### config.mk
export PLATFORM = sky130hd
export DESIGN_NAME = mrr_result_bank
export DESIGN_NICKNAME = d
export VERILOG_FILES = /design/src/mrr_pkg.sv /design/src/mrr_result_bank.sv
export SDC_FILE = /design/constraint.sdc
export NUM_CORES = 2
export LEC_CHECK = 0
export BUFFER_PORTS_ARGS = -buffer_cell sky130_fd_sc_hd__buf_2
export CORE_MARGIN = 2
export CORE_UTILIZATION = 25
export DETAILED_ROUTE_END_ITERATION = 12
export PLACE_DENSITY = 0.52
export SETUP_SLACK_MARGIN = 0.15
export SLEW_MARGIN = 20
export SYNTH_ARGS = -nofsm -noshare
export SYNTH_HDL_FRONTEND = slang
export SYNTH_SLANG_ARGS = --single-unit
export TNS_END_PERCENT = 50
### constraint.sdc
create_clock -name core_clk -period 20.4 [get_ports core_clk]
set_input_delay 3.06 -clock core_clk [delete_from_list [all_inputs] [get_ports core_clk]]
set_output_delay 3.06 -clock core_clk [all_outputs]
set_load 0.02 [all_outputs]
### src/mrr_pkg.sv
// Constants, types and encodings of the metering result register bank
//Contract
//- Twenty-five result registers, 32 or 16 bits wide
//- Multi-channel: registers 12-14 per-phase export, 15 unused
//- Active power full scale reads 258fc2f7
//- Reactive power full scale reads plus/minus 2231594d
//- Apparent power full scale reads 258e
//- Power factor is |P|/|S| signed by Q
//- Power factor 7fff one, 8001 minus one
//- Frequency register counts 50 line cycles in 1.25ms
//- Frequency value is 40000 over hertz, max 7fff
//- Frequency locks to one phase, switches when lost
//- Voltage full scale 7a8b, current full scale 7da4
//- Four energy counters, one count per 0.4Wh
//- Counters sorted export, import, inductive, capacitive
//- Meter-constant impulse every 2 counter increments
//- Display impulse every 25 increments, modes 1-4
//- Display divisor is 25 plus rate trim
//- Mode seven needs 250 increments per display impulse
//- Elapsed ten-cycle window counter, 32 bits
//- Register eighteen reserved, no result
//- Energy, time and impulse scales follow the clock; only the tick is derived from it, energy quanta are fixed
//- Results refreshed once per ten-cycle window
package mrr_pkg;
  localparam int          NUM_REGS         = 25;
  localparam logic [4:0]  REG_ACTIVE1      = 5'h00;
  localparam logic [4:0]  REG_REACTIVE1    = 5'h03;
  localparam logic [4:0]  REG_APPARENT1    = 5'h06;
  localparam logic [4:0]  REG_PF1          = 5'h09;
  localparam logic [4:0]  REG_ENERGY0      = 5'h0c;
  localparam logic [4:0]  REG_ELAPSED      = 5'h10;
  localparam logic [4:0]  REG_LINE_PERIOD  = 5'h11;
  localparam logic [4:0]  REG_RESERVED     = 5'h12;
  localparam logic [4:0]  REG_VOLTAGE1     = 5'h13;
  localparam logic [4:0]  REG_CURRENT1     = 5'h16;
  localparam logic [15:0] PF_PLUS_ONE      = 16'h7fff;
  localparam logic [15:0] RESERVED_VALUE   = 16'h0000;
  localparam logic [15:0] LINE_PERIOD_MAX  = 16'h7fff;
  localparam logic [5:0]  LINE_CYCLES      = 6'h32;
  localparam int          CLK_PERIOD_PS    = 10000;
  localparam int          TICK_TIME_US     = 1250;
  localparam int          TICK_CYCLES      = TICK_TIME_US * 1000000 / CLK_PERIOD_PS;
  localparam logic [15:0] VOLT_FULL_SCALE  = 16'h7a8b;
  localparam logic [15:0] VOLT_PRESENT_MIN = VOLT_FULL_SCALE / 16'h000a;
  localparam logic [8:0]  MC_LSBS          = 9'h002;
  localparam logic [8:0]  DISP_LSBS        = 9'h019;
  localparam logic [8:0]  DISP_LSBS_MODE7  = 9'h0fa;
  localparam logic [2:0]  MODE_MULTI_EE    = 3'h2;
  localparam logic [2:0]  MODE_MULTI_UP    = 3'h4;
  localparam logic [2:0]  MODE_SEVEN       = 3'h7;
  // Power-register units per 0.4Wh with 0.2s windows at nominal clock
  localparam logic [39:0] ACTIVE_QUANTUM   = 40'h000c853dfd;
  localparam logic [39:0] REACTIVE_QUANTUM = 40'h000b65cfb8;

  typedef struct packed {
    logic signed [2:0][31:0] activePower;
    logic signed [2:0][31:0] reactivePower;
    logic        [2:0][15:0] apparentPower;
    logic        [2:0][15:0] rmsVoltage;
    logic        [2:0][15:0] lineCurrent;
  } mrr_window_t;

  typedef enum logic [1:0] {
    PF_IDLE,
    PF_DIVIDE,
    PF_STORE
  } mrr_pf_state_t;
endpackage

### src/mrr_result_bank.sv
// Result register bank with energy counters, impulse dividers and frequency meter
`timescale 1ns/100ps
module mrr_result_bank #(
  parameter int          TICK_CYCLES      = mrr_pkg::TICK_CYCLES,
  parameter logic [39:0] ACTIVE_QUANTUM   = mrr_pkg::ACTIVE_QUANTUM,
  parameter logic [39:0] REACTIVE_QUANTUM = mrr_pkg::REACTIVE_QUANTUM
) (
  input  wire logic                core_clk,
  input  wire logic                rst_n,
  input  wire logic [2:0]          operatingMode,
  input  wire logic [7:0]          displayRateTrim,
  input  wire logic                windowDone,
  input  wire mrr_pkg::mrr_window_t windowResults,
  input  wire logic [2:0]          lineZeroCross,
  input  wire logic [4:0]          regIndex,
  output logic      [31:0]         regData,
  output logic                     resultsFresh,
  output logic      [3:0]          meterPulse,
  output logic      [3:0]          displayPulse,
  output logic      [1:0]          lockedPhase
);
  mrr_pkg::mrr_window_t   results_q;
  logic [2:0][15:0]       pf_q;
  logic [3:0][31:0]       energy_q;
  logic [3:0][39:0]       energyAcc_q;
  logic [31:0]            elapsed_q;
  logic [15:0]            linePeriod_q;
  logic                   multiChannel;
  logic [3:0][39:0]       addAmt;
  logic [39:0]            quantum [4];
  logic signed [33:0]     activeSum;
  logic signed [33:0]     reactiveSum;

  assign multiChannel = (operatingMode == mrr_pkg::MODE_MULTI_EE) ||
                        (operatingMode == mrr_pkg::MODE_MULTI_UP);

  // Result latch, one refresh per ten-cycle window
  always_ff @(posedge core_clk) begin
    if (!rst_n) begin
      results_q <= '0;
    end else if (windowDone) begin
      results_q <= windowResults;
    end
  end

  always_ff @(posedge core_clk) begin
    if (!rst_n) begin
      resultsFresh <= 1'b0;
    end else begin
      resultsFresh <= windowDone;
    end
  end

  always_ff @(posedge core_clk) begin
    if (!rst_n) begin
      elapsed_q <= '0;
    end else if (windowDone) begin
      elapsed_q <= elapsed_q + 32'h00000001;
    end
  end

  // Power factor: serial divide of |P| by |S|, one phase at a time
  // A window landing mid-divide does not restart it; phases not yet loaded divide its results
  mrr_pkg::mrr_pf_state_t pfState_q;
  logic [1:0]             pfPhase_q;
  logic [5:0]             pfStep_q;
  logic [31:0]            pfQuot_q;
  logic [16:0]            pfRem_q;
  logic [15:0]            pfDivisor_q;
  logic                   pfNegative_q;
  logic [16:0]            pfTrial;
  logic [31:0]            absActive;
  logic [15:0]            pfMag;

  always_comb begin
    absActive = results_q.activePower[pfPhase_q][31] ?
                32'(-results_q.activePower[pfPhase_q]) : results_q.activePower[pfPhase_q];
    pfTrial   = {pfRem_q[15:0], pfQuot_q[31]};
    // Quotient of one full-scale unit is about 2^16; halve and saturate
    pfMag     = (pfQuot_q[31:16] != 16'h0000 || pfQuot_q[15:1] == 15'h7fff) ?
                mrr_pkg::PF_PLUS_ONE : {1'b0, pfQuot_q[15:1]};
  end

  always_ff @(posedge core_clk) begin
    if (!rst_n) begin
      pfState_q    <= mrr_pkg::PF_IDLE;
      pfPhase_q    <= 2'h0;
      pfStep_q     <= 6'h00;
      pfQuot_q     <= '0;
      pfRem_q      <= '0;
      pfDivisor_q  <= '0;
      pfNegative_q <= 1'b0;
      pf_q         <= '0;
    end else begin
      case (pfState_q)
        mrr_pkg::PF_IDLE: begin
          if (windowDone) begin
            pfPhase_q <= 2'h0;
            pfStep_q  <= 6'h3f;
            pfState_q <= mrr_pkg::PF_DIVIDE;
          end
        end
        mrr_pkg::PF_DIVIDE: begin
          if (pfStep_q == 6'h3f) begin
            pfQuot_q     <= absActive;
            pfRem_q      <= '0;
            pfDivisor_q  <= results_q.apparentPower[pfPhase_q];
            pfNegative_q <= results_q.reactivePower[pfPhase_q][31];
            pfStep_q     <= 6'h00;
          end else begin
            if (pfTrial >= {1'b0, pfDivisor_q}) begin
              pfRem_q  <= pfTrial - {1'b0, pfDivisor_q};
              pfQuot_q <= {pfQuot_q[30:0], 1'b1};
            end else begin
              pfRem_q  <= pfTrial;
              pfQuot_q <= {pfQuot_q[30:0], 1'b0};
            end
            if (pfStep_q == 6'h1f) begin
              pfState_q <= mrr_pkg::PF_STORE;
            end
            pfStep_q <= pfStep_q + 6'h01;
          end
        end
        mrr_pkg::PF_STORE: begin
          // Zero apparent power has no ratio; report zero
          if (pfDivisor_q == 16'h0000) begin
            pf_q[pfPhase_q] <= '0;
          end else if (pfNegative_q) begin
            pf_q[pfPhase_q] <= 16'(-pfMag);
          end else begin
            pf_q[pfPhase_q] <= pfMag;
          end
          if (pfPhase_q == 2'h2) begin
            pfState_q <= mrr_pkg::PF_IDLE;
          end else begin
            pfPhase_q <= pfPhase_q + 2'h1;
            pfStep_q  <= 6'h3f;
            pfState_q <= mrr_pkg::PF_DIVIDE;
          end
        end
        default: pfState_q <= mrr_pkg::PF_IDLE;
      endcase
    end
  end

  // Energy: window power sums, or per-phase powers in multi-channel, feed remainder accumulators
  always_comb begin
    // Sign-extend each phase so export and import cancel
    activeSum   = 34'(signed'(windowResults.activePower[0])) +
                  34'(signed'(windowResults.activePower[1])) +
                  34'(signed'(windowResults.activePower[2]));
    reactiveSum = 34'(signed'(windowResults.reactivePower[0])) +
                  34'(signed'(windowResults.reactivePower[1])) +
                  34'(signed'(windowResults.reactivePower[2]));
    addAmt = '0;
    if (multiChannel) begin
      for (int k = 0; k < 3; k++) begin
        if (!windowResults.activePower[k][31]) begin
          addAmt[k] = 40'(windowResults.activePower[k]);
        end
      end
    end else begin
      if (activeSum[33]) begin
        addAmt[1] = 40'(-activeSum);
      end else begin
        addAmt[0] = 40'(activeSum);
      end
      if (reactiveSum[33]) begin
        addAmt[3] = 40'(-reactiveSum);
      end else begin
        addAmt[2] = 40'(reactiveSum);
      end
    end
    quantum[0] = ACTIVE_QUANTUM;
    quantum[1] = ACTIVE_QUANTUM;
    quantum[2] = multiChannel ? ACTIVE_QUANTUM : REACTIVE_QUANTUM;
    quantum[3] = REACTIVE_QUANTUM;
  end

  // At most one count per cycle; surplus drains over the following cycles
  logic [3:0] energyStep;

  always_comb begin
    for (int k = 0; k < 4; k++) begin
      energyStep[k] = energyAcc_q[k] >= quantum[k];
    end
    // Register fifteen stands still while phases run as separate meters
    energyStep[3] = energyStep[3] && !multiChannel;
  end

  always_ff @(posedge core_clk) begin
    if (!rst_n) begin
      energyAcc_q <= '0;
      energy_q    <= '0;
    end else begin
      for (int k = 0; k < 4; k++) begin
        energyAcc_q[k] <= energyAcc_q[k] - (energyStep[k] ? quantum[k] : 40'h0) +
                          (windowDone ? addAmt[k] : 40'h0);
        if (energyStep[k]) begin
          energy_q[k] <= energy_q[k] + 32'h00000001;
        end
      end
    end
  end

  // Impulse dividers, one pair per quantity
  logic [3:0][0:0] mcCount_q;
  logic [3:0][8:0] dispCount_q;
  logic [8:0]      dispDivisor;

  always_comb begin
    if (operatingMode == mrr_pkg::MODE_SEVEN) begin
      dispDivisor = mrr_pkg::DISP_LSBS_MODE7;
    end else begin
      dispDivisor = mrr_pkg::DISP_LSBS + {1'b0, displayRateTrim};
    end
  end

  always_ff @(posedge core_clk) begin
    if (!rst_n) begin
      mcCount_q    <= '0;
      dispCount_q  <= '0;
      meterPulse   <= '0;
      displayPulse <= '0;
    end else begin
      for (int k = 0; k < 4; k++) begin
        meterPulse[k]   <= 1'b0;
        displayPulse[k] <= 1'b0;
        if (energyStep[k]) begin
          if ({8'h00, mcCount_q[k]} >= mrr_pkg::MC_LSBS - 9'h001) begin
            mcCount_q[k]  <= '0;
            meterPulse[k] <= 1'b1;
          end else begin
            mcCount_q[k] <= mcCount_q[k] + 1'b1;
          end
          // Compare with >= so a lowered trim never strands the count
          if (dispCount_q[k] + 9'h001 >= dispDivisor) begin
            dispCount_q[k]  <= '0;
            displayPulse[k] <= 1'b1;
          end else begin
            dispCount_q[k] <= dispCount_q[k] + 9'h001;
          end
        end
      end
    end
  end

  // Line period: 1.25ms ticks over 50 cycles of the locked phase
  logic [31:0] tickDiv_q;
  logic        tick;
  logic [5:0]  crossCount_q;
  logic        armed_q;
  logic [15:0] periodTicks_q;
  logic        lockLost;
  logic [1:0]  nextPhase;
  logic [15:0] periodNext;

  assign tick = (tickDiv_q == 32'(TICK_CYCLES - 1));

  // A tick on a crossing edge still belongs to the running period
  assign periodNext = (tick && periodTicks_q != mrr_pkg::LINE_PERIOD_MAX) ?
                      periodTicks_q + 16'h0001 : periodTicks_q;

  always_ff @(posedge core_clk) begin
    if (!rst_n || tick) begin
      tickDiv_q <= '0;
    end else begin
      tickDiv_q <= tickDiv_q + 32'h00000001;
    end
  end

  always_comb begin
    lockLost  = windowDone &&
                (windowResults.rmsVoltage[lockedPhase] < mrr_pkg::VOLT_PRESENT_MIN);
    nextPhase = lockedPhase;
    for (int k = 2; k >= 0; k--) begin
      if (windowResults.rmsVoltage[k] >= mrr_pkg::VOLT_PRESENT_MIN && 2'(k) != lockedPhase) begin
        nextPhase = 2'(k);
      end
    end
  end

  always_ff @(posedge core_clk) begin
    if (!rst_n) begin
      lockedPhase   <= 2'h0;
      armed_q       <= 1'b0;
      crossCount_q  <= '0;
      periodTicks_q <= '0;
      linePeriod_q  <= '0;
    end else if (lockLost) begin
      lockedPhase <= nextPhase;
      armed_q     <= 1'b0;
    end else if (lineZeroCross[lockedPhase]) begin
      if (!armed_q) begin
        armed_q       <= 1'b1;
        crossCount_q  <= '0;
        periodTicks_q <= '0;
      end else if (crossCount_q == mrr_pkg::LINE_CYCLES - 6'h01) begin
        linePeriod_q  <= periodNext;
        crossCount_q  <= '0;
        periodTicks_q <= '0;
      end else begin
        crossCount_q  <= crossCount_q + 6'h01;
        periodTicks_q <= periodNext;
      end
    end else if (armed_q) begin
      periodTicks_q <= periodNext;
    end
  end

  // Read port: registered word, narrow results zero-extended
  always_ff @(posedge core_clk) begin
    if (!rst_n) begin
      regData <= '0;
    end else begin
      if (regIndex < mrr_pkg::REG_REACTIVE1) begin
        regData <= results_q.activePower[regIndex[1:0]];
      end else if (regIndex < mrr_pkg::REG_APPARENT1) begin
        regData <= results_q.reactivePower[2'(regIndex - mrr_pkg::REG_REACTIVE1)];
      end else if (regIndex < mrr_pkg::REG_PF1) begin
        regData <= {16'h0000, results_q.apparentPower[2'(regIndex - mrr_pkg::REG_APPARENT1)]};
      end else if (regIndex < mrr_pkg::REG_ENERGY0) begin
        regData <= {16'h0000, pf_q[2'(regIndex - mrr_pkg::REG_PF1)]};
      end else if (regIndex < mrr_pkg::REG_ELAPSED) begin
        regData <= energy_q[2'(regIndex - mrr_pkg::REG_ENERGY0)];
      end else if (regIndex == mrr_pkg::REG_ELAPSED) begin
        regData <= elapsed_q;
      end else if (regIndex == mrr_pkg::REG_LINE_PERIOD) begin
        regData <= {16'h0000, linePeriod_q};
      end else if (regIndex == mrr_pkg::REG_RESERVED) begin
        regData <= {16'h0000, mrr_pkg::RESERVED_VALUE};
      end else if (regIndex < mrr_pkg::REG_CURRENT1) begin
        regData <= {16'h0000, results_q.rmsVoltage[2'(regIndex - mrr_pkg::REG_VOLTAGE1)]};
      end else if (regIndex < 5'(mrr_pkg::NUM_REGS)) begin
        regData <= {16'h0000, results_q.lineCurrent[2'(regIndex - mrr_pkg::REG_CURRENT1)]};
      end else begin
        regData <= '0;
      end
    end
  end
endmodule

==> results by stage <==
Outcome:
- The run finished with clean final reports.

Yosys:
- The cell count after synthesis came out at 7,543.
- The total of warnings raised by yosys is 0.
- Counting flops with a built-in enable in the synthesized netlist gives 0.
- Ranked by total cell area, the synthesized netlist is headed by dfxtp_1, mux2i_1, ha_1, nor2_1, fa_1.
- The count of state elements after synthesis is 933.
- Each instance of the synthesized netlist takes up on average 8.219 sq um.
- The synthesized netlist occupies a cell area of 0.06200 sq mm.
- Among all flip-flop cells after synthesis, the most frequent one is dfxtp_1.
- Counting flops with an async set or reset pin after synthesis yields a share of 0%.
- The synthesized design devotes to its leading area cell type 30.13% of total area.
- The post-synthesis cell type with the largest combined area is dfxtp_1.
- Sequential elements use 30.13% of the synthesized area.
- The count of different cell masters after synthesis is 94.

STA:
- After layout, the minimum clock period comes to 11.20 ns.
- The total count of hold-check failures in the final report came to 0.
- The clock arrives with 0.1389 ns of skew.
- The final total negative setup slack is 0 ns.
- For the pin with the worst max-slew slack, the measured transition is 1.261 ns.
- Across all hold checks on the routed design, the worst slack comes to 0.4292 ns.
- Setup violations remaining at the end of the flow were counted as 0.
- In the finished design, the share of the clock period the worst path needs comes to 54.89%.
- The max-slew violation total from the final report was 0.
- The maximum operating frequency is 89.30 MHz.
- Setup repair after global routing left no endpoint under its margin.
- The worst pin sits at a relative slew slack of 15.59%.

Setup path:
- Together, buffers and inverters on the worst path number 2.
- The type of the setup path with the least slack is input pin to flip-flop.
- Among all stages on the critical path, the largest delay is contributed by o41ai_1.
- Of all nets on the critical path, the largest fanout is 19.
- The cell family contributing the most delay on the critical path is compound AO/OA/AOI/OAI gates.
- The arrival time of data at the critical path endpoint is 11.87 ns.
- The worst setup path is captured at a flip-flop.
- The maximum single-stage delay on the critical path is 0.77 ns.
- Counting stages on the worst path, the most repeated cell is fa_1.
- The type of origin of the critical path is an input pin.
- The data required time of the critical path is 21.07 ns.

Route:
- In this run, the number of DRC markers left after iteration 0 of detailed routing was 4,866.
- The routed layout has 56,132 vias.
- The first detailed-routing pass took 6 iterations.
- The total length of routed wires is 237,000 um.
- The via density per instance is 5.012.
- The detail route stage leaves a number of antenna-violating nets equal to 0.
- After detailed routing, the number of remaining DRC violations is 0.
- In the final routed layout, each cell accounts on average for 21.17 um.

Global route:
- The total overflow left after global routing is 0.
- The initial antenna violation count is 18.
- The first global-routing pass estimated 347,600 um of wire.
- The via count of the first global-routing pass was 53,791.
- The global routing usage summed across all routing layers is 18.22%.
- Entering global routing, the biggest net connects 194 pins.

Floorplan:
- In this run the standard cell core region covers 0.2462 sq mm.
- The floorplan has 182 rows.
- The I/O pin count is 401.
- The floorplan step set the die width to 502.0 um.
- The die is 502.0 um tall.
- The initial utilization of the core area, before any placement, comes to 25.19%.
- The die covers 0.2520 sq mm.

Power:
- The worst-case IR drop observed on VDD is 83.54 uV.
- The static leakage power is 30.12 nW.
- After layout, the design draws a total of 8.868 mW.
- The power density over the cells is 123.5 mW/mm^2.

Clocking:
- Clock tree synthesis selected as its root buffer the cell clkbuf_16.
- The clock tree from TritonCTS is yes.
- The clock-pin slew of the registers on the worst-case setup and hold paths is 0.06 ns.
- In this run the number of H-tree levels came out at 3.
- Counting every sink on the clock net gives 933.
- The post-CTS setup repair buffer count is 0.
- The clock latency at the later pin of the worst-skew pair is 0.86 ns.
- TritonCTS created 117 clock buffers.
- The number of hold-repair buffers added at the cts stage is 0.
- The total of cells resized after clock tree synthesis is 0.
- In this run the deepest clock path goes through 3 buffers.

Placed design:
- During placement, the flow inserted port buffers numbering 400.
- The congestion estimate from routability-driven global placement came to 0.9317.
- The post-detailed-placement half-perimeter wirelength is 181,700 um.

Layout:
- In the layout the commonest cells are nor2_1, dfxtp_1, nand2_1.
- The commonest non-fill, non-tap cell in the layout is nor2_1.
- The area growth from synthesis to layout is 15.86%.
- The final core utilization is 29.18%.
- The final layout net count is 8,670.
- Cells with a size suffix above 1 make up 10.39% of the layout.

Min path:
- The tightest min-delay check is of the flip-flop to flip-flop type.

Flow run:
- The tool flagged a number of max-cap violations equal to 0.
-- report_power, final --
group          total, mW  switching, mW  internal (mW)
Combinational       4.37           2.62           1.74
Sequential          2.19          0.147           2.05
Clock               2.31          0.942           1.36
-- worst reg2reg max path, stage by stage, from the launching register on --
cell and delay [ns]:
dfxtp_1 0.39, nand4_1 0.10, o31ai_1 0.55, a211o_1 0.22
a21oi_1 0.08, o21ai_0 0.40, a41o_1 0.24, buf_4 0.38
clkinv_1 0.13, buf_4 0.25, fa_1 0.51, ha_1 0.34
nor2b_1 0.16, o21a_1 0.19, o21ai_1 0.19, a21oi_1 0.20
a311oi_1 0.73, a41oi_1 0.47, o41ai_1 0.77, o21ai_0 0.28
a221oi_1 0.34, xor2_1 0.19, nor2_1 0.05
-- kinds of logic after synthesis --
group                      Yosys count  synth area share [%]
DFF                                933                 30.13
muxes                              567                 9.846
other                                1              0.006049
xor gates and xnor gates           476                 6.737
AOI/OAI and AO/OA                 1565                 16.12
adders and majority gates          533                 12.48
buffers and inverters              825                 5.037
and+or+nand+nor                   2643                 19.65
-- synth_stat cells (174+ instances only) --
library cell	count
dfxtp_1	933
xnor2_1	238
inv_1	448
clkbuf_1	301
nand3_1	174
mux2i_1	512
nor2_1	1104
a21oi_1	496
xor2_1	237
nand2_1	602
ha_1	391
o21ai_0	326
-- through the flow --
| stage | setup WS (ns) | cell area, sq um | cells |
|---|---|---|---|
| final | 9.202 | 71830 | 11199 |
| after CTS | 9.370 | 71760 | 11189 |
| after detailed placement | 8.510 | 67490 | 10970 |
| after global routing | 8.586 | 71810 | 11192 |
| after floorplan | 10.21 | 62030 | 7552 |
| after global placement | 8.513 | 67490 | 10970 |
-- path summary, 6_finish.rpt --
path / depth (start not counted) / slack [ns] / endpoint / startpoint
min: 2 / 0.43 / pfQuot_q[17] / pfQuot_q[16]
max reg2reg: 22 / 13.14 / energyAcc_q[78] / energyAcc_q[48]
min reg2reg: 2 / 0.43 / pfQuot_q[17] / pfQuot_q[16]
max: 29 / 9.20 / energyAcc_q[78] / windowResults[305]
-- flip-flops by register name, summed over array words and instances (netlist names), 4 cells and up --
name / cells
linePeriod_q: 16
pfQuot_q: 32
tickDiv_q: 32
pf_q: 48
results_q: 336
displayPulse: 4
energy_q: 128
regData: 32
meterPulse: 4
crossCount_q: 6
mcCount_q: 4
periodTicks_q: 16
elapsed_q: 32
energyAcc_q: 160
pfDivisor_q: 16
dispCount_q: 36
pfRem_q: 16
pfStep_q: 6
-- per-layer routing --
metal / global-route usage [%] / vias up / wire, um
met5: 0 / - / 83
met4: 6.902 / 12 / 9932
met1: 25.51 / 27137 / 109600
li1: - / 26812 / -
met2: 27.78 / 1873 / 100600
met3: 3.060 / 298 / 16840
-- layout make-up --
cell class	count	area (sq um)
clock inverter	61	997.2
clock buffer	158	3272
multi-input combinational	5794	40350
tap	3312	4144
fill	26190	174300
antenna	8	20.02
sequential	933	18680
inverter	452	1705
timing repair buffer	481	2656
Power figures use the tool's default switching activity.
